File: src/design/bsc_pkg.sv
package bsc_pkg;
    // ======================================================
    // register map (byte addresses on the APB bus)
    localparam logic [7:0] OFS_CTRL = 8'h00;
    localparam logic [7:0] OFS_IO_OUT = 8'h04;
    localparam logic [7:0] OFS_IO_OE = 8'h08;
    localparam logic [7:0] OFS_EEPROM = 8'h0C;
    localparam logic [7:0] OFS_STATUS = 8'h10;
    localparam logic [7:0] OFS_IO_IN = 8'h14;

    // ======================================================
    // control register fields
    localparam int CTL_DIR_POL = 0;
    localparam int CTL_REG_FUNC = 1;
    localparam int CTL_REG_POL_LOW = 2;
    localparam int CTL_REG_ON = 3;
    localparam int CTL_PULLUP_ON = 4;
    localparam int CTL_WAKE_HOST = 5;
    localparam int CTL_W = 6;
    localparam logic [5:0] CTL_RESET = 6'h00;

    // eeprom register fields
    localparam int EE_SCL = 0;
    localparam int EE_SDA = 1;
    localparam int EE_WP = 2;
    localparam int EE_W = 3;
    localparam logic [2:0] EE_RESET = 3'h0;

    // status register fields
    localparam int ST_USB = 0;
    localparam int ST_FSTRAP = 1;
    localparam int ST_PSTRAP = 2;
    localparam int ST_ROM = 3;
    localparam int ST_DONE = 4;
    localparam int ST_WAKE_IN = 5;
    localparam int ST_MHZ_LSB = 8;

    // ======================================================
    // reference frequencies in MHz
    localparam logic [5:0] MHZ_13 = 6'h0D;
    localparam logic [5:0] MHZ_26 = 6'h1A;
    localparam logic [5:0] MHZ_32 = 6'h20;

    // ======================================================
    // rom link probe timing
    localparam int CLK_PERIOD_NS = 8;
    localparam int PROBE_SETTLE_NS = 16;
    localparam int PROBE_CYC =
        (PROBE_SETTLE_NS + CLK_PERIOD_NS - 1) / CLK_PERIOD_NS;
    localparam logic [3:0] PROBE_CNT = 4'(PROBE_CYC);

    typedef enum logic [3:0] {
        PR_IDLE = 4'b0001,
        PR_HIGH = 4'b0010,
        PR_LOW = 4'b0100,
        PR_DONE = 4'b1000
    } bsc_probe_e;

    // ======================================================
    // reference frequency chosen from the captured straps
    function automatic logic [5:0] bsc_ref_pick(
        input logic usb, input logic fstrap, input logic pstrap,
        input logic st_valid, input logic [5:0] st_mhz);
        if (usb) begin
            bsc_ref_pick = MHZ_32;
        end else if (fstrap) begin
            bsc_ref_pick = st_valid ? st_mhz : MHZ_32;
        end else begin
            bsc_ref_pick = pstrap ? MHZ_26 : MHZ_13;
        end
    endfunction : bsc_ref_pick
endpackage : bsc_pkg

File: src/design/bsc_boot_config.sv
//
// Operation
// - after reset the transport strap picks UART at 0 and USB at 1.
// - UART with frequency strap 0: the pull-up pin picks 13 or 26 MHz.
// - UART with frequency strap 1: stored config sets it, else 32 MHz.
// - with USB the frequency strap is ignored and 32 MHz is used.
// - the radio direction output has programmable polarity, low is transmit while the polarity bit is clear.
// - the regulator pin is plain I/O until its function bit is set.
// - in ROM mode D4..D8 are I/O; A17, A16 and write strobe serve EEPROM.
// - memory select, read and write strobes are active low.
// - the pull-up pin is an output switching the USB D+ pull-up.
// - reset clears the registers but sets strobes and txrx_dir high and ref_mhz to 32 MHz; wake lines run to and from the host.
//
// The APB register port and the address map were decided locally.
`timescale 1ns/1ps
module bsc_boot_config import bsc_pkg::*; (
    // clock and reset
    input wire logic pclk,
    input wire logic presetn,
    // apb slave
    input wire logic psel,
    input wire logic penable,
    input wire logic pwrite,
    input wire logic [7:0] paddr,
    input wire logic [31:0] pwdata,
    output logic [31:0] prdata,
    output logic pready,
    output logic pslverr,
    // dedicated prog_io pins 0..2
    input wire logic [2:0] prog_io_in,
    output logic [2:0] prog_io_out,
    output logic [2:0] prog_io_oe,
    // shared regulator enable pin, also prog_io 8
    input wire logic ext_regulator_enable_in,
    output logic ext_regulator_enable_out,
    output logic ext_regulator_enable_oe,
    // usb d+ pull-up control pin
    input wire logic dplus_pullup_ctl_in,
    output logic dplus_pullup_ctl_out,
    output logic dplus_pullup_ctl_oe,
    // radio and wake lines
    input wire logic radio_tx,
    output logic txrx_dir,
    input wire logic wake_from_host,
    output logic wake_to_host,
    // stored configuration
    input wire logic stored_config_valid,
    input wire logic [5:0] stored_config_mhz,
    // memory controller side
    input wire logic [18:0] mc_addr,
    input wire logic [15:0] mc_dout,
    input wire logic mc_doe,
    output logic [15:0] mc_din,
    input wire logic mc_cs,
    input wire logic mc_rd,
    input wire logic mc_wr,
    // external memory pins
    output logic [18:0] mem_addr,
    input wire logic [15:0] mem_data_in,
    output logic [15:0] mem_data_out,
    output logic [15:0] mem_data_oe,
    output logic mem_select_low,
    output logic mem_read_low,
    output logic mem_write_low,
    // boot status
    output logic usb_transport,
    output logic [5:0] ref_mhz,
    output logic rom_boot,
    output logic config_done
);
    // ======================================================
    // declarations
    logic cap_ff;
    logic usb_ff, fstrap_ff, pstrap_ff;
    logic st_valid_ff;
    logic [5:0] st_mhz_ff;
    logic [CTL_W-1:0] ctl_ff;
    logic [8:0] io_out_ff, io_oe_ff, io_in;
    logic [EE_W-1:0] ee_ff;
    logic [31:0] nxt_prdata;
    logic wake_in_ff;
    logic probe_done, probe_rom, d9_out, d9_oe;
    logic apb_wr, apb_setup, hit;
    logic [15:0] nxt_d_out, nxt_d_oe;
    logic [18:0] nxt_addr;

    // ======================================================
    // strap capture, once per reset
    // first edge after release samples the straps; the pins are
    // not driven before then so the board levels are read clean
    always_ff @(posedge pclk or negedge presetn) begin
        if (!presetn) begin
            cap_ff <= 1'b0;
            usb_ff <= 1'b0;
            fstrap_ff <= 1'b0;
            pstrap_ff <= 1'b0;
            st_valid_ff <= 1'b0;
            st_mhz_ff <= 6'h00;
        end else if (!cap_ff) begin
            cap_ff <= 1'b1;
            usb_ff <= prog_io_in[2];
            fstrap_ff <= prog_io_in[1];
            pstrap_ff <= dplus_pullup_ctl_in;
            st_valid_ff <= stored_config_valid;
            st_mhz_ff <= stored_config_mhz;
        end
    end

    // resolved frequency, registered
    always_ff @(posedge pclk or negedge presetn) begin
        if (!presetn) begin
            ref_mhz <= MHZ_32;
        end else begin
            ref_mhz <= bsc_ref_pick(usb_ff, fstrap_ff, pstrap_ff,
                st_valid_ff, st_mhz_ff);
        end
    end

    assign usb_transport = usb_ff;

    // ======================================================
    // rom link probe starts once straps are held
    bsc_rom_probe u_probe (
        .pclk(pclk),
        .presetn(presetn),
        .start(cap_ff),
        .done(probe_done),
        .rom_sel(probe_rom),
        .d9_out(d9_out),
        .d9_oe(d9_oe),
        .d10_in(mem_data_in[10])
    );
    assign rom_boot = probe_done & probe_rom;
    assign config_done = probe_done;

    // ======================================================
    // apb slave: zero wait states, read data set up in the
    // setup phase so it comes from a register
    assign apb_setup = psel & ~penable;
    assign apb_wr = psel & penable & pwrite;
    assign pready = 1'b1;
    assign hit = (paddr == OFS_CTRL) || (paddr == OFS_IO_OUT) ||
        (paddr == OFS_IO_OE) || (paddr == OFS_EEPROM) ||
        (paddr == OFS_STATUS) || (paddr == OFS_IO_IN);
    // unmapped addresses answer with an error and no effect
    assign pslverr = psel & penable & ~hit;

    // writable registers
    always_ff @(posedge pclk or negedge presetn) begin
        if (!presetn) begin
            ctl_ff <= CTL_RESET;
            io_out_ff <= 9'h000;
            io_oe_ff <= 9'h000;
            ee_ff <= EE_RESET;
        end else if (apb_wr) begin
            unique case (paddr)
                OFS_CTRL: ctl_ff <= pwdata[CTL_W-1:0];
                OFS_IO_OUT: io_out_ff <= pwdata[8:0];
                OFS_IO_OE: io_oe_ff <= pwdata[8:0];
                OFS_EEPROM: ee_ff <= pwdata[EE_W-1:0];
                default: ;
            endcase
        end
    end

    // read mux
    always_comb begin
        nxt_prdata = 32'h0000_0000;
        unique case (paddr)
            OFS_CTRL: nxt_prdata[CTL_W-1:0] = ctl_ff;
            OFS_IO_OUT: nxt_prdata[8:0] = io_out_ff;
            OFS_IO_OE: nxt_prdata[8:0] = io_oe_ff;
            OFS_EEPROM: nxt_prdata[EE_W-1:0] = ee_ff;
            OFS_STATUS: begin
                nxt_prdata[ST_USB] = usb_ff;
                nxt_prdata[ST_FSTRAP] = fstrap_ff;
                nxt_prdata[ST_PSTRAP] = pstrap_ff;
                nxt_prdata[ST_ROM] = rom_boot;
                nxt_prdata[ST_DONE] = probe_done;
                nxt_prdata[ST_WAKE_IN] = wake_in_ff;
                nxt_prdata[ST_MHZ_LSB +: 6] = ref_mhz;
            end
            OFS_IO_IN: nxt_prdata[8:0] = io_in;
            default: nxt_prdata = 32'h0000_0000;
        endcase
    end

    always_ff @(posedge pclk or negedge presetn) begin
        if (!presetn) begin
            prdata <= 32'h0000_0000;
        end else if (apb_setup) begin
            prdata <= nxt_prdata;
        end
    end

    // ======================================================
    // prog_io input view: data lines carry 3..7 only in rom mode
    assign io_in = {ext_regulator_enable_in,
        rom_boot ? mem_data_in[7:4] : 4'h0,
        rom_boot ? mem_data_in[8] : 1'b0,
        prog_io_in};

    // ======================================================
    // dedicated pins, regulator pin, pull-up pin
    always_ff @(posedge pclk or negedge presetn) begin
        if (!presetn) begin
            prog_io_out <= 3'h0;
            prog_io_oe <= 3'h0;
            ext_regulator_enable_out <= 1'b0;
            ext_regulator_enable_oe <= 1'b0;
            dplus_pullup_ctl_out <= 1'b0;
            dplus_pullup_ctl_oe <= 1'b0;
        end else begin
            // hold off until straps are in, so a strap is never
            // overdriven while it is being sampled
            prog_io_out <= io_out_ff[2:0];
            prog_io_oe <= cap_ff ? io_oe_ff[2:0] : 3'h0;
            if (ctl_ff[CTL_REG_FUNC]) begin
                ext_regulator_enable_out <= ctl_ff[CTL_REG_ON] ^
                    ctl_ff[CTL_REG_POL_LOW];
                ext_regulator_enable_oe <= 1'b1;
            end else begin
                ext_regulator_enable_out <= io_out_ff[8];
                ext_regulator_enable_oe <= io_oe_ff[8];
            end
            dplus_pullup_ctl_out <= ctl_ff[CTL_PULLUP_ON];
            dplus_pullup_ctl_oe <= cap_ff;
        end
    end

    // radio direction and wake lines
    always_ff @(posedge pclk or negedge presetn) begin
        if (!presetn) begin
            txrx_dir <= 1'b1;
            wake_to_host <= 1'b0;
            wake_in_ff <= 1'b0;
        end else begin
            // polarity bit clear: low means transmit
            txrx_dir <= ~radio_tx ^ ctl_ff[CTL_DIR_POL];
            wake_to_host <= ctl_ff[CTL_WAKE_HOST];
            wake_in_ff <= wake_from_host;
        end
    end

    // ======================================================
    // memory pin mux: rom mode lends data and strobe pins away
    always_comb begin
        nxt_addr = mc_addr;
        nxt_d_out = mc_dout;
        nxt_d_oe = {16{mc_doe & probe_done}};
        if (rom_boot) begin
            nxt_addr[17] = ee_ff[EE_SCL];
            nxt_addr[16] = ee_ff[EE_SDA];
            nxt_d_out[7:4] = io_out_ff[7:4];
            nxt_d_oe[7:4] = io_oe_ff[7:4];
            nxt_d_out[8] = io_out_ff[3];
            nxt_d_oe[8] = io_oe_ff[3];
        end
        if (!probe_done) begin
            // only the probe drives while the link is tested
            nxt_d_out[9] = d9_out;
            nxt_d_oe[9] = d9_oe;
        end
    end

    always_ff @(posedge pclk or negedge presetn) begin
        if (!presetn) begin
            mem_addr <= 19'h00000;
            mem_data_out <= 16'h0000;
            mem_data_oe <= 16'h0000;
            mem_select_low <= 1'b1;
            mem_read_low <= 1'b1;
            mem_write_low <= 1'b1;
            mc_din <= 16'h0000;
        end else begin
            mem_addr <= nxt_addr;
            mem_data_out <= nxt_d_out;
            mem_data_oe <= nxt_d_oe;
            mem_select_low <= ~(mc_cs & ~rom_boot);
            mem_read_low <= ~(mc_rd & ~rom_boot);
            // write strobe doubles as eeprom write protect
            mem_write_low <= rom_boot ? ee_ff[EE_WP] : ~mc_wr;
            mc_din <= mem_data_in;
        end
    end

    // ======================================================
    // checks
    property p_strap_hold;
        @(posedge pclk) disable iff (!presetn)
        cap_ff ##1 1'b1 |-> $stable(usb_ff) && $stable(pstrap_ff)
            && $stable(fstrap_ff);
    endproperty
    a_strap_hold: assert property (p_strap_hold)
        else $error("strap changed after capture");

    property p_usb_sel;
        @(posedge pclk) disable iff (!presetn)
        !cap_ff |=> usb_ff == $past(prog_io_in[2]);
    endproperty
    a_usb_sel: assert property (p_usb_sel)
        else $error("transport strap not captured");

    property p_usb_32;
        @(posedge pclk) disable iff (!presetn)
        cap_ff && usb_ff |=> ref_mhz == MHZ_32;
    endproperty
    a_usb_32: assert property (p_usb_32)
        else $error("usb transport not at 32 MHz");

    property p_uart_pin;
        @(posedge pclk) disable iff (!presetn)
        cap_ff && !usb_ff && !fstrap_ff |=>
            ref_mhz == (pstrap_ff ? MHZ_26 : MHZ_13);
    endproperty
    a_uart_pin: assert property (p_uart_pin)
        else $error("uart pin frequency wrong");

    property p_uart_stored;
        @(posedge pclk) disable iff (!presetn)
        cap_ff && !usb_ff && fstrap_ff |=> ref_mhz ==
            ($past(st_valid_ff) ? $past(st_mhz_ff) : MHZ_32);
    endproperty
    a_uart_stored: assert property (p_uart_stored)
        else $error("stored frequency wrong");

    // the edge that releases reset still loads the reset level
    property p_dir;
        @(posedge pclk) disable iff (!presetn)
        presetn && !ctl_ff[CTL_DIR_POL] && radio_tx |=> !txrx_dir;
    endproperty
    a_dir: assert property (p_dir)
        else $error("transmit not shown low");

    property p_reg_gpio;
        @(posedge pclk) disable iff (!presetn)
        !ctl_ff[CTL_REG_FUNC] |=>
            ext_regulator_enable_oe == $past(io_oe_ff[8]);
    endproperty
    a_reg_gpio: assert property (p_reg_gpio)
        else $error("regulator pin left gpio mode");

    property p_rom_io;
        @(posedge pclk) disable iff (!presetn)
        rom_boot |=> mem_data_out[8] == $past(io_out_ff[3]) &&
            mem_addr[17] == $past(ee_ff[EE_SCL]);
    endproperty
    a_rom_io: assert property (p_rom_io)
        else $error("rom pin reuse wrong");

    property p_strobe;
        @(posedge pclk) disable iff (!presetn)
        mc_cs && !rom_boot |=> !mem_select_low;
    endproperty
    a_strobe: assert property (p_strobe)
        else $error("select strobe not low");

    property p_pullup;
        @(posedge pclk) disable iff (!presetn)
        cap_ff |=> dplus_pullup_ctl_oe &&
            dplus_pullup_ctl_out == $past(ctl_ff[CTL_PULLUP_ON]);
    endproperty
    a_pullup: assert property (p_pullup)
        else $error("pull-up pin wrong");

    property p_wake;
        @(posedge pclk) disable iff (!presetn)
        1'b1 |=> wake_to_host == $past(ctl_ff[CTL_WAKE_HOST]);
    endproperty
    a_wake: assert property (p_wake)
        else $error("wake output wrong");
endmodule : bsc_boot_config

File: src/design/bsc_rom_probe.sv
`timescale 1ns/1ps
// drives data line 9 high then low and watches data line 10;
// only a board link between them follows both levels
module bsc_rom_probe import bsc_pkg::*; (
    // clock and reset
    input wire logic pclk,
    input wire logic presetn,
    // control
    input wire logic start,
    output logic done,
    output logic rom_sel,
    // probe pins
    output logic d9_out,
    output logic d9_oe,
    input wire logic d10_in
);
    bsc_probe_e state_ff;
    logic [3:0] cnt_ff;
    logic saw_hi_ff;

    // ======================================================
    // probe sequence
    always_ff @(posedge pclk or negedge presetn) begin
        if (!presetn) begin
            state_ff <= PR_IDLE;
            cnt_ff <= 4'h0;
            saw_hi_ff <= 1'b0;
            rom_sel <= 1'b0;
        end else begin
            unique case (state_ff)
                PR_IDLE: begin
                    cnt_ff <= PROBE_CNT;
                    if (start) state_ff <= PR_HIGH;
                end
                PR_HIGH: begin
                    if (cnt_ff == 4'h1) begin
                        saw_hi_ff <= d10_in;
                        cnt_ff <= PROBE_CNT;
                        state_ff <= PR_LOW;
                    end else begin
                        cnt_ff <= cnt_ff - 4'h1;
                    end
                end
                PR_LOW: begin
                    if (cnt_ff == 4'h1) begin
                        // pull-down alone would fail the high step
                        rom_sel <= saw_hi_ff & ~d10_in;
                        state_ff <= PR_DONE;
                    end else begin
                        cnt_ff <= cnt_ff - 4'h1;
                    end
                end
                PR_DONE: state_ff <= PR_DONE;
                default: state_ff <= PR_IDLE;
            endcase
        end
    end

    // pin drive follows the state
    assign d9_oe = (state_ff == PR_HIGH) || (state_ff == PR_LOW);
    assign d9_out = (state_ff == PR_HIGH);
    assign done = (state_ff == PR_DONE);
endmodule : bsc_rom_probe

File: config.mk
export PLATFORM = sky130hd
export DESIGN_NAME = bsc_boot_config
export DESIGN_NICKNAME = d
export VERILOG_FILES = /design/src/design/bsc_pkg.sv /design/src/design/bsc_boot_config.sv /design/src/design/bsc_rom_probe.sv
export SDC_FILE = /design/constraint.sdc
export NUM_CORES = 1
export LEC_CHECK = 0
export CAP_MARGIN = 20
export CORE_AREA = 5 5 102 104
export DETAILED_ROUTE_END_ITERATION = 6
export DIE_AREA = 0 0 107 109
export DONT_BUFFER_PORTS = 1
export GPL_ROUTABILITY_DRIVEN = 0
export PLACE_DENSITY = 0.78
export SLEW_MARGIN = 5
export SYNTH_ARGS = -nofsm -noshare
export SYNTH_HDL_FRONTEND = slang
export SYNTH_HIERARCHICAL = 1
export SYNTH_SLANG_ARGS = --single-unit
File: constraint.sdc
create_clock -name pclk -period 2.14 [get_ports pclk]
set_input_delay 0 -clock pclk [delete_from_list [all_inputs] [get_ports pclk]]
set_output_delay 0 -clock pclk [all_outputs]
set_load 0.01 [all_outputs]
==> impl_metrics.prom, run 1 <==
# TYPE chip_impl_metric gauge
chip_impl_metric{name="clock_path_buffers",unit=""} 2
chip_impl_metric{name="die_w",unit="um"} 107
chip_impl_metric{name="vdd_ir_drop_max",unit="uV"} 614
chip_impl_metric{name="initial_core_util",unit="%"} 59.2
chip_impl_metric{name="dieArea",unit="um2"} 11700
chip_impl_metric{name="ioPinCount",unit=""} 239
chip_impl_info{name="crit_end",value="ctl_ff[1]$_DFFE_PN0P_"} 1
chip_impl_metric{name="post_dp_hpwl",unit="um"} 9010
chip_impl_metric{name="syn_area",unit="um2"} 5600
chip_impl_metric{name="hold_buffers",unit=""} 87
chip_impl_info{name="hold_path.class",value="in -> async"} 1
chip_impl_metric{name="reg2regPathDepth",unit=""} 7
chip_impl_metric{name="min_period",unit="ns"} 2.03
chip_impl_metric{name="drive_gt1_share",unit="%"} 20.2
chip_impl_info{name="cp_slowest_cell",value="dlygate4sd3_1"} 1
chip_impl_metric{name="combinationalPowerShare",unit="%"} 8.2
chip_impl_metric{name="number_of_global_route_vias_before_repair",unit=""} 3826
chip_impl_info{name="clock_tree_from_tritoncts",value="built"} 1
chip_impl_metric{name="antenna_found_initial",unit=""} 1
chip_impl_info{name="critical_path.top_delay_family",value="simple AND/OR/NAND/NOR gates"} 1
chip_impl_info{name="crit-reg2reg-launch",value="u_probe/state_ff[2]$_DFFE_PN0P_"} 1
chip_impl_metric{name="totalWireLength",unit="um"} 13900
chip_impl_metric{name="count_of_unique_library_cells_instantiated_by_yosys",unit=""} 61
chip_impl_info{name="rr_endpoint",value="prdata[3]$_DFFE_PN0P_"} 1
chip_impl_metric{name="relSlewSlack",unit="%"} 40.6
chip_impl_info{name="crit_chain",value="dlygate4sd3_1, or4_4, or3_1, mux2_4"} 1
chip_impl_metric{name="post_synth.cell_area_avg",unit="um2"} 13.4
chip_impl_metric{name="path_max_fanout",unit=""} 15
chip_impl_metric{name="r2r_setup_slack",unit="ns"} 0.33
chip_impl_metric{name="timing.final.crit_share",unit="%"} 94.9
chip_impl_metric{name="yosysSeqAreaShare",unit="%"} 63.6
chip_impl_metric{name="core_area",unit="um2"} 9460
chip_impl_metric{name="cellLeakagePower",unit="nW"} 3.20
chip_impl_metric{name="clkTransAtPathRegs",unit="ns"} 0.06
chip_impl_metric{name="seqCellArea",unit="um2"} 3560
chip_impl_metric{name="detail_route.vias_per_cell",unit=""} 5.74
chip_impl_metric{name="max_cap_violations",unit=""} 0
chip_impl_info{name="start_kind",value="input pin"} 1
chip_impl_metric{name="timing.critical_path.buf_inv",unit=""} 1
chip_impl_metric{name="worst_pin_slew",unit="ns"} 0.891
chip_impl_metric{name="maximum_number_of_pins_on_one_net_before_global_route_repair",unit=""} 143
chip_impl_metric{name="internal_power_consumption",unit="mW"} 5.05
chip_impl_metric{name="netSwitchingPower",unit="mW"} 1.52
chip_impl_info{name="layout_common_cells",value="dfrtp_1 (136), dlygate4sd3_1 (86), mux2_2 (41), nand2_1 (31), conb_1 (20)"} 1
chip_impl_metric{name="clock_skews",unit="ns"} 0.0223
chip_impl_metric{name="crit_required",unit="ns"} 2.55
chip_impl_metric{name="swShare",unit="%"} 23.2
chip_impl_info{name="rsz0062_at_grt",value="no"} 1
chip_impl_metric{name="fmax",unit="GHz"} 0.493
chip_impl_metric{name="postSynth.asyncResetShare",unit="%"} 100
chip_impl_metric{name="rows",unit=""} 36
chip_impl_info{name="result_of_the_run",value="finished, violations left"} 1
chip_impl_info{name="startpoint",value="paddr[3]"} 1
chip_impl_metric{name="cts_htree_levels",unit=""} 4
chip_impl_metric{name="floorplan.die.height",unit="um"} 109
chip_impl_info{name="top_reg_cell_synth",value="dfrtp_1"} 1
chip_impl_metric{name="drtAntennaViolNets",unit=""} 0
chip_impl_info{name="timing.critical_path.to_type",value="register"} 1
chip_impl_info{name="clockRootBuffer",value="clkbuf_8"} 1
chip_impl_info{name="violations_in_the_final_reports",value="negative hold slack"} 1
chip_impl_metric{name="timing_hold_violations_final",unit=""} 142
chip_impl_metric{name="netlist_instances",unit=""} 417
chip_impl_metric{name="pwr-share-seq",unit="%"} 46.6
chip_impl_metric{name="filler_cell_count",unit=""} 573
chip_impl_metric{name="slew_violations",unit=""} 0
chip_impl_metric{name="holdWs",unit="ns"} -0.838
chip_impl_metric{name="drt_iter0_markers",unit=""} 159
chip_impl_metric{name="drt_pre_antenna_iters",unit=""} 5
chip_impl_info{name="mostFrequentLayoutCell",value="dfrtp_1"} 1
chip_impl_metric{name="final.setup.tns",unit="ns"} 0
chip_impl_metric{name="vias",unit=""} 3610
chip_impl_metric{name="yosys_warnings",unit=""} 6
chip_impl_metric{name="post-cts-setup-buffer-count",unit=""} 0
chip_impl_metric{name="postSynthRegisterBits",unit=""} 142
chip_impl_metric{name="number_of_buffers_inserted_by_port_buffering",unit=""} 0
chip_impl_metric{name="tritoncts_num_sinks",unit=""} 142
chip_impl_metric{name="cp_slowest_stage_delay",unit="ns"} 0.83
chip_impl_metric{name="post-place-ws",unit="ns"} 0.353
chip_impl_metric{name="timing.critical_path.arrival",unit="ns"} 2.44
chip_impl_metric{name="setup_viol",unit=""} 0
chip_impl_info{name="path_class",value="in -> reg"} 1
chip_impl_metric{name="worst_skew_pair.late_latency",unit="ns"} 0.53
chip_impl_metric{name="fin_ws",unit="ns"} 0.110
chip_impl_metric{name="grtUsageTotal",unit="%"} 24.8
chip_impl_metric{name="p_per_area",unit="nW/um2"} 934
chip_impl_metric{name="cts-buffers-inserted",unit=""} 17
chip_impl_metric{name="grt_first_pass_wirelength",unit="um"} 21300
chip_impl_metric{name="detail_route.drc_violations",unit=""} 0
chip_impl_metric{name="area_growth_syn_to_layout",unit="%"} 25.6
chip_impl_metric{name="grt.overflow.total",unit=""} 0
chip_impl_metric{name="avgRoutedWirePerCell",unit="um"} 22.1
chip_impl_metric{name="num-nets-final",unit=""} 617
chip_impl_metric{name="worst-path-stages",unit=""} 4
chip_impl_metric{name="power.share.clock",unit="%"} 45.2
chip_impl_metric{name="synth-edff-count",unit=""} 0
chip_impl_metric{name="multiInputGateArea",unit="um2"} 1790
==> layout make-up <==
type | count | share of cell area, %
sequential | 142 | 50.6
multi-input combinational | 243 | 25.4
timing repair buffer | 93 | 13.1
clock buffer | 22 | 6.72
tap | 114 | 2.03
clock inverter | 10 | 1.94
inverter | 4 | 0.213
antenna | 1 | 0.0356
==> per-stage QoR <==
step           power, mW  util [%]  cells  hold slack, ns  area (um2)
2_1_floorplan       3.40         -    435          -0.296        5670
3_3_place_gp        3.43      58.7    509          -0.293        5550
3_5_place_dp        3.48      58.7    509          -0.292        5550
4_1_cts             6.61      74.3    628          -0.856        7030
5_1_grt             6.84      74.3    628          -0.862        7030
6_report            6.57      74.4    629          -0.838        7030
==> synthesized netlist by cell type, types with 5 or more instances <==
library cell | count | area, um2
dfrtp_1 | 136 | 3400
mux2_2 | 41 | 462
nand2_1 | 31 | 116
buf_4 | 29 | 218
a21oi_1 | 15 | 75.1
o21ai_0 | 15 | 75.1
clkbuf_1 | 12 | 45.0
nor2_1 | 12 | 45.0
nand2b_1 | 9 | 56.3
mux2_4 | 7 | 105
nor3_1 | 7 | 35.0
a22o_1 | 6 | 52.6
dfstp_2 | 6 | 158
a21boi_0 | 5 | 37.5
and2_1 | 5 | 31.3
mux2i_1 | 5 | 50.1
nand3_1 | 5 | 25.0
==> worst min-delay path by stage <==
stage | start | cells after the start | to
after global routing | presetn | 0 | mem_addr[18]$_DFF_PN0_
after CTS | presetn | 0 | mc_din[3]$_DFF_PN0_
after global placement | presetn | 0 | mc_din[3]$_DFF_PN0_
after detailed placement | presetn | 0 | mc_din[3]$_DFF_PN0_
final | presetn | 0 | ext_regulator_enable_oe$_DFF_PN0_
after floorplan | presetn | 0 | cap_ff$_DFF_PN0_
==> logic make-up (layout without fill, tap and decap cells) <==
group | after synthesis | after routing | synth area share, %
buffers and inverters | 50 | 129 | 5.85
adders and majority gates | 2 | 2 | 0.447
other | 2 | 21 | 0.134
DFF | 142 | 142 | 63.6
muxes | 56 | 56 | 12.3
and+or+nand+nor | 97 | 97 | 9.74
AOI/OAI and AO/OA | 65 | 65 | 7.51
xor gates and xnor gates | 3 | 3 | 0.469
==> state kept, by name (all words and copies together) (netlist names), 3 cells and up <==
signal and flops:
ee_ff 3, ctl_ff 6, mem_data_out 16, st_mhz_ff 6, u_probe/cnt_ff 4, prog_io_oe 3
mem_addr 19, io_out_ff 9, ref_mhz 6, io_oe_ff 9, prog_io_out 3, mc_din 16
u_probe/state_ff 4, mem_data_oe 7, prdata 14
==> power by group through the flow <==
stage                     Sequential, mW  Combinational [mW]  Clock, mW
after detailed placement            3.11               0.372          0
after CTS                           3.06               0.532       3.02
after global routing                3.08               0.595       3.16
after floorplan                     3.04               0.357          0
after global placement              3.09               0.341          0
final                               3.06               0.538       2.97
==> what timing repair did <==
action | CTS | global route
resized for setup | 0 | 1
setup endpoints to repair | 0 | 7
hold endpoints to repair | 258 | 142
==> metal layers <==
metal | wire length (um) | GRT usage, % | part of all wire (%) | up-vias
met1 | 5190 | 28.6 | 37 | 1832
met3 | 1190 | 8.70 | 8.6 | 27
met4 | 257 | 10.0 | 1.8 | 2
li1 | - | - | - | 1577
met2 | 7270 | 42.4 | 52 | 172
met5 | 7 | 0 | 0.050 | -
(Power assumes the default switching activity.)
==> run 2: changes to the inputs <==
--- a/config.mk
+++ b/config.mk
@@ -7,3 +7,2 @@
 export LEC_CHECK = 0
-export CAP_MARGIN = 20
 export CORE_AREA = 5 5 102 104
==> constraint.sdc (replaced) <==
create_clock -name pclk -period 2.14 [get_ports pclk]
set_input_delay 0.642 -clock pclk [delete_from_list [all_inputs] [get_ports pclk]]
set_output_delay 0.642 -clock pclk [all_outputs]
set_load 0.01 [all_outputs]
==> run 2 against run 1 <==
Sequential share of layout area grew 5.8 points. Clock power grew 6%. The run ends with negative hold slack, negative setup slack left. Fmax shrank 6.7%.
==> impl_metrics.prom, run 2 (synthesis results as in run 1) <==
# TYPE chip_impl_metric gauge
chip_impl_metric{name="drtAntennaViolNets",unit=""} 0
chip_impl_info{name="path_class",value="reg -> out"} 1
chip_impl_metric{name="final.setup.tns",unit="ns"} -0.0625
chip_impl_info{name="timing.critical_path.to_type",value="output pin"} 1
chip_impl_metric{name="antenna_cells_inserted",unit=""} 0
chip_impl_metric{name="number_of_global_route_vias_before_repair",unit=""} 3319
chip_impl_metric{name="cp_slowest_stage_delay",unit="ns"} 0.38
chip_impl_metric{name="timing.critical_path.arrival",unit="ns"} 1.54
chip_impl_info{name="result_of_the_run",value="finished, violations left"} 1
chip_impl_info{name="cp_slowest_cell",value="dfrtp_1"} 1
chip_impl_metric{name="final_cell_count_no_fill",unit=""} 552
chip_impl_metric{name="holdWs",unit="ns"} -0.182
chip_impl_info{name="startpoint",value="u_probe/state_ff[2]$_DFFE_PN0P_"} 1
chip_impl_metric{name="fin_area",unit="um2"} 6310
chip_impl_metric{name="vias",unit=""} 3201
chip_impl_metric{name="detail_route.drc_violations",unit=""} 0
chip_impl_metric{name="placed_area",unit="um2"} 5650
chip_impl_metric{name="die_w",unit="um"} 107
chip_impl_metric{name="fmax",unit="GHz"} 0.459
chip_impl_metric{name="largest_register_ffs",unit=""} 19
chip_impl_metric{name="worst_pin_slew",unit="ns"} 0.666
chip_impl_metric{name="core_area",unit="um2"} 9460
chip_impl_metric{name="grtUsageTotal",unit="%"} 22.0
chip_impl_metric{name="maximum_number_of_pins_on_one_net_before_global_route_repair",unit=""} 143
chip_impl_metric{name="timing.final.crit_share",unit="%"} 102
chip_impl_metric{name="num-nets-final",unit=""} 542
chip_impl_metric{name="tritoncts_num_sinks",unit=""} 142
chip_impl_metric{name="vdd_ir_drop_max",unit="uV"} 724
chip_impl_metric{name="floorplan.die.height",unit="um"} 109
chip_impl_metric{name="fin_ws",unit="ns"} -0.0372
chip_impl_info{name="violations_in_the_final_reports",value="negative hold slack, negative setup slack"} 1
chip_impl_metric{name="post_dp_hpwl",unit="um"} 9130
chip_impl_metric{name="post-place-ws",unit="ns"} -0.0147
chip_impl_info{name="crit_end",value="rom_boot"} 1
chip_impl_metric{name="grt_first_pass_wirelength",unit="um"} 18900
chip_impl_metric{name="cellLeakagePower",unit="nW"} 2.91
chip_impl_info{name="largestRegisters",value="mem_addr (19), mc_din (16), mem_data_out (16)"} 1
chip_impl_metric{name="numPlacedInstances",unit=""} 521
chip_impl_metric{name="dieArea",unit="um2"} 11700
chip_impl_metric{name="number_of_buffers_inserted_by_port_buffering",unit=""} 0
chip_impl_info{name="crit_chain",value="or2b_1, nor3_4, nand2_2, inv_2"} 1
chip_impl_info{name="rr_endpoint",value="u_probe/cnt_ff[1]$_DFFE_PN0P_"} 1
chip_impl_info{name="mostFrequentLayoutCell",value="dfrtp_1"} 1
chip_impl_info{name="rsz0062_at_grt",value="yes"} 1
chip_impl_metric{name="p_per_area",unit="nW/um2"} 1040
chip_impl_metric{name="detail_route.vias_per_cell",unit=""} 5.80
chip_impl_metric{name="reg2regPathDepth",unit=""} 6
chip_impl_metric{name="antenna_found_initial",unit=""} 0
chip_impl_info{name="crit-reg2reg-launch",value="u_probe/cnt_ff[1]$_DFFE_PN0P_"} 1
chip_impl_metric{name="initial_core_util",unit="%"} 59.2
chip_impl_metric{name="avgRoutedWirePerCell",unit="um"} 22.6
chip_impl_metric{name="clkTransAtPathRegs",unit="ns"} 0.06
chip_impl_metric{name="crit_required",unit="ns"} 1.50
chip_impl_metric{name="totalWireLength",unit="um"} 12500
chip_impl_metric{name="path_max_fanout",unit=""} 2
chip_impl_metric{name="timing_hold_violations_final",unit=""} 137
chip_impl_metric{name="slew_violations",unit=""} 0
chip_impl_metric{name="drt_pre_antenna_iters",unit=""} 4
chip_impl_metric{name="max_cap_violations",unit=""} 0
chip_impl_metric{name="min_period",unit="ns"} 2.18
chip_impl_info{name="clock_tree_from_tritoncts",value="built"} 1
chip_impl_info{name="hold_path.class",value="in -> async"} 1
chip_impl_metric{name="ioPinCount",unit=""} 239
chip_impl_metric{name="clock_path_buffers",unit=""} 2
chip_impl_metric{name="r2r_setup_slack",unit="ns"} 0.38
chip_impl_metric{name="worst_skew_pair.late_latency",unit="ns"} 0.52
chip_impl_info{name="start_kind",value="register"} 1
chip_impl_metric{name="drive_gt1_share",unit="%"} 26.9
chip_impl_metric{name="area_growth_syn_to_layout",unit="%"} 12.6
chip_impl_metric{name="cts-buffers-inserted",unit=""} 17
chip_impl_metric{name="cts_htree_levels",unit=""} 4
chip_impl_info{name="max_flop_register",value="mem_addr"} 1
chip_impl_info{name="layout_common_cells",value="dfrtp_1 (136), mux2_2 (41), nand2_1 (30), conb_1 (20)"} 1
chip_impl_metric{name="setup_viol",unit=""} 2
chip_impl_metric{name="relSlewSlack",unit="%"} 55.6
chip_impl_metric{name="drt_iter0_markers",unit=""} 128
chip_impl_info{name="clockRootBuffer",value="clkbuf_8"} 1
chip_impl_metric{name="rows",unit=""} 36
chip_impl_metric{name="grt.overflow.total",unit=""} 0
chip_impl_metric{name="clock_skews",unit="ns"} 0.00655
[run 2: changes by cell type in the layout (fill, tap and decap cells not counted), moves of 2 or more]
cell           change
clkinvlp_4         -3
bufinv_16          +2
dlygate4sd3_1     -86
buf_4             +10
[run 2: worst min-delay path by stage]
stage	endpoint	slack (ns)	cells past startpoint
after CTS	io_out_ff[5]$_DFFE_PN0P_	-0.21	0
after floorplan	cap_ff$_DFF_PN0_	0.35	0
after global placement	prog_io_out[2]$_DFF_PN0_	0.35	0
after detailed placement	prog_io_out[2]$_DFF_PN0_	0.35	0
after global routing	prog_io_out[1]$_DFF_PN0_	-0.22	0
final	prog_io_out[2]$_DFF_PN0_	-0.18	0
[run 2: cell type report]
class / count / area (um2)
Inverter: 4 / 15.0
Clock buffer: 20 / 455
Multi-Input combinational cell: 243 / 1790
Clock inverter: 11 / 188
Tap cell: 114 / 143
Timing Repair Buffer: 18 / 151
Sequential cell: 142 / 3560
Fill cell: 641 / 3150
[run 2: report_power, final]
part	leakage, nW	switching [mW]	internal, mW
Clock	0.320	1.05	2.09
Sequential	1.79	0.204	2.86
Combinational	0.802	0.185	0.189
[run 2: per-layer routing]
layer	routed length (um)	track usage [%]	vias up
met2	6440	36.9	166
met3	1380	11.2	13
met1	4470	24.3	1601
met4	172	7.95	0
li1	-	-	1421
met5	0	0	-
[run 2: worst max-delay path: cells and delay by family, from the launching register on]
kind / cells / cell delay [ns]
flip-flops: 1 / 0.38
AND/OR/NAND/NOR: 3 / 0.54
buffers and inverters: 1 / 0.10
[run 2: timing repair]
| action | CTS | global route |
|---|---|---|
| pin swaps | 0 | 0 |
| buffers inserted | 0 | 0 |
| resized for setup | 2 | 2 |
| hold endpoints to repair | 142 | 142 |
| setup endpoints to repair | 2 | 2 |
[run 2: per-stage QoR]
step / util (%) / hold slack, ns / power, mW
global placement: 59.7 / 0.351 / 3.44
CTS: 66.6 / -0.214 / 6.65
finish: 66.7 / -0.182 / 6.58
detailed placement: 59.7 / 0.350 / 3.48
floorplan: - / 0.346 / 3.41
global route: 66.7 / -0.220 / 6.83
==> run 3: changes to the inputs <==
Settings changed: RECOVER_POWER set to 100.
==> run 3 against run 2 <==
Sequential share of layout area unchanged. Total power is essentially flat. Clock skew hardly changed. Critical endpoint unchanged. The flow still finishes with violations (negative hold slack, negative setup slack). Largest power group unchanged. Worst setup slack worse by 0.00099 ns. Fmax barely moved.
==> impl_metrics.prom, run 3 (synthesis results as in run 1) <==
# TYPE chip_impl_metric gauge
chip_impl_info{name="result_of_the_run",value="finished, violations left"} 1
chip_impl_info{name="violations_in_the_final_reports",value="negative hold slack, negative setup slack"} 1
chip_impl_info{name="clockRootBuffer",value="clkbuf_8"} 1
chip_impl_info{name="max_flop_register",value="mem_addr"} 1
chip_impl_metric{name="grt.overflow.total",unit=""} 0
chip_impl_metric{name="min_period",unit="ns"} 2.18
chip_impl_metric{name="totalWireLength",unit="um"} 12500
chip_impl_metric{name="r2r_setup_slack",unit="ns"} 0.38
chip_impl_metric{name="final_core_util",unit="%"} 66.7
chip_impl_metric{name="path_max_fanout",unit=""} 2
chip_impl_metric{name="holdWs",unit="ns"} -0.183
chip_impl_metric{name="worst_skew_pair.late_latency",unit="ns"} 0.52
chip_impl_metric{name="clock_path_buffers",unit=""} 2
chip_impl_metric{name="number_of_global_route_vias_before_repair",unit=""} 3319
chip_impl_metric{name="num-nets-final",unit=""} 542
chip_impl_metric{name="dieArea",unit="um2"} 11700
chip_impl_metric{name="cts_htree_levels",unit=""} 4
chip_impl_info{name="path_class",value="reg -> out"} 1
chip_impl_metric{name="detail_route.drc_violations",unit=""} 0
chip_impl_metric{name="avgRoutedWirePerCell",unit="um"} 22.6
chip_impl_metric{name="floorplan.die.height",unit="um"} 109
chip_impl_metric{name="setup_viol",unit=""} 2
chip_impl_info{name="clock_tree_from_tritoncts",value="built"} 1
chip_impl_metric{name="grtUsageTotal",unit="%"} 22.0
chip_impl_metric{name="drive_gt1_share",unit="%"} 26.9
chip_impl_metric{name="slew_violations",unit=""} 0
chip_impl_metric{name="vdd_ir_drop_max",unit="uV"} 724
chip_impl_metric{name="number_of_buffers_inserted_by_port_buffering",unit=""} 0
chip_impl_metric{name="ioPinCount",unit=""} 239
chip_impl_metric{name="tritoncts_num_sinks",unit=""} 142
chip_impl_info{name="mostFrequentLayoutCell",value="dfrtp_1"} 1
chip_impl_metric{name="drt_pre_antenna_iters",unit=""} 4
chip_impl_metric{name="detail_route.vias_per_cell",unit=""} 5.81
chip_impl_info{name="largestRegisters",value="mem_addr (19), mc_din (16), mem_data_out (16)"} 1
chip_impl_metric{name="maximum_number_of_pins_on_one_net_before_global_route_repair",unit=""} 143
chip_impl_metric{name="die_w",unit="um"} 107
chip_impl_metric{name="fin_ws",unit="ns"} -0.0382
chip_impl_info{name="startpoint",value="u_probe/state_ff[2]$_DFFE_PN0P_"} 1
chip_impl_metric{name="cp_slowest_stage_delay",unit="ns"} 0.38
chip_impl_metric{name="cellLeakagePower",unit="nW"} 2.91
chip_impl_metric{name="post-cts-setup-buffer-count",unit=""} 0
chip_impl_metric{name="post_dp_hpwl",unit="um"} 9130
chip_impl_metric{name="core_area",unit="um2"} 9460
chip_impl_info{name="rsz0062_at_grt",value="yes"} 1
chip_impl_metric{name="filler_cell_count",unit=""} 641
chip_impl_info{name="hold_path.class",value="in -> async"} 1
chip_impl_info{name="crit-reg2reg-launch",value="u_probe/cnt_ff[1]$_DFFE_PN0P_"} 1
chip_impl_metric{name="max_cap_violations",unit=""} 0
chip_impl_metric{name="clkTransAtPathRegs",unit="ns"} 0.06
chip_impl_metric{name="vias",unit=""} 3207
chip_impl_metric{name="timing.final.crit_share",unit="%"} 102
chip_impl_metric{name="timing_hold_violations_final",unit=""} 137
chip_impl_info{name="cp_slowest_cell",value="dfrtp_1"} 1
chip_impl_metric{name="relSlewSlack",unit="%"} 56.0
chip_impl_metric{name="post-place-ws",unit="ns"} -0.0147
chip_impl_info{name="crit_chain",value="or2b_1, nor3_4, nand2_2, inv_2"} 1
chip_impl_metric{name="largest_register_ffs",unit=""} 19
chip_impl_metric{name="rows",unit=""} 36
chip_impl_metric{name="p_per_area",unit="nW/um2"} 1040
chip_impl_metric{name="area_growth_syn_to_layout",unit="%"} 12.6
chip_impl_metric{name="fmax",unit="GHz"} 0.459
chip_impl_metric{name="crit_required",unit="ns"} 1.50
chip_impl_metric{name="worst_pin_slew",unit="ns"} 0.661
chip_impl_info{name="layout_common_cells",value="dfrtp_1 (136), mux2_2 (41), nand2_1 (30), conb_1 (20)"} 1
chip_impl_metric{name="antenna_found_initial",unit=""} 0
chip_impl_metric{name="antenna_cells_inserted",unit=""} 0
chip_impl_metric{name="cts-buffers-inserted",unit=""} 17
chip_impl_metric{name="clock_skews",unit="ns"} 0.00654
chip_impl_info{name="start_kind",value="register"} 1
chip_impl_metric{name="initial_core_util",unit="%"} 59.2
chip_impl_metric{name="drtAntennaViolNets",unit=""} 0
chip_impl_metric{name="drt_iter0_markers",unit=""} 128
chip_impl_metric{name="grt_first_pass_wirelength",unit="um"} 18900
chip_impl_metric{name="timing.critical_path.arrival",unit="ns"} 1.54
chip_impl_info{name="timing.critical_path.to_type",value="output pin"} 1
run 3: cell counts in the layout (fill, tap and decap cells not counted):
Identical to the previous run, type by type.
run 3: layout make-up:
cell class              count  area (um2)  area share, %
clock buffers              20         455           7.22
multi-input cells         243        1790           28.4
clock inverters            11         188           2.98
well taps                 114         143           2.26
repair buffers             18         151           2.40
inverters                   4        15.0          0.238
flip-flops and latches    142        3560           56.5
run 3: final timing paths:
check                      depth (start not counted)                             to
setup / recovery                                   4                       rom_boot
hold / removal                                     0       prog_io_out[2]$_DFF_PN0_
setup reg to reg                                   6  u_probe/cnt_ff[1]$_DFFE_PN0P_
hold reg to reg                                    0       prog_io_out[0]$_DFF_PN0_
max in group asynchronous                          0         mem_read_low$_DFF_PN1_
min in group pclk                                  0           mc_din[10]$_DFF_PN0_
run 3: metal layers:
metal / part of all wire (%) / vias to the layer above / wire [um] / track usage, %
met2: 52 / 164 / 6460 / 36.9
met3: 11 / 16 / 1320 / 11.2
met1: 36 / 1606 / 4500 / 24.3
met5: 0 / - / 0 / 0
li1: - / 1421 / - / -
met4: 1.5 / 0 / 184 / 7.95
run 3: worst max-delay path: cells and delay by family (launching register included):
family        cells  cell delay [ns]
buf+inv           1             0.10
simple gates      3             0.54
flops             1             0.38
run 3: power by group:
part           internal, mW  leakage (nW)  switching (mW)
clock                  2.09         0.320            1.05
sequential             2.86          1.79           0.204
combinational         0.189         0.800           0.186
total                  5.14          2.91            1.44
run 3: what timing repair did:
action / in CTS / in global routing
endpoints found under the setup margin: 2 / 2
endpoints found under the hold margin: 142 / 142
gates resized for setup: 2 / 2
run 3: metrics by stage:
| stage | instances | power, mW | cell area [um2] | setup TNS [ns] |
|---|---|---|---|---|
| 6_report | 552 | 6.58 | 6310 | -0.0645 |
| 5_1_grt | 552 | 6.83 | 6310 | -0.238 |
| 4_1_cts | 552 | 6.65 | 6300 | -0.171 |
| 3_5_place_dp | 521 | 3.48 | 5650 | -0.0395 |
| 3_3_place_gp | 521 | 3.44 | 5650 | -0.0403 |
| 2_1_floorplan | 435 | 3.41 | 5680 | -0.656 |
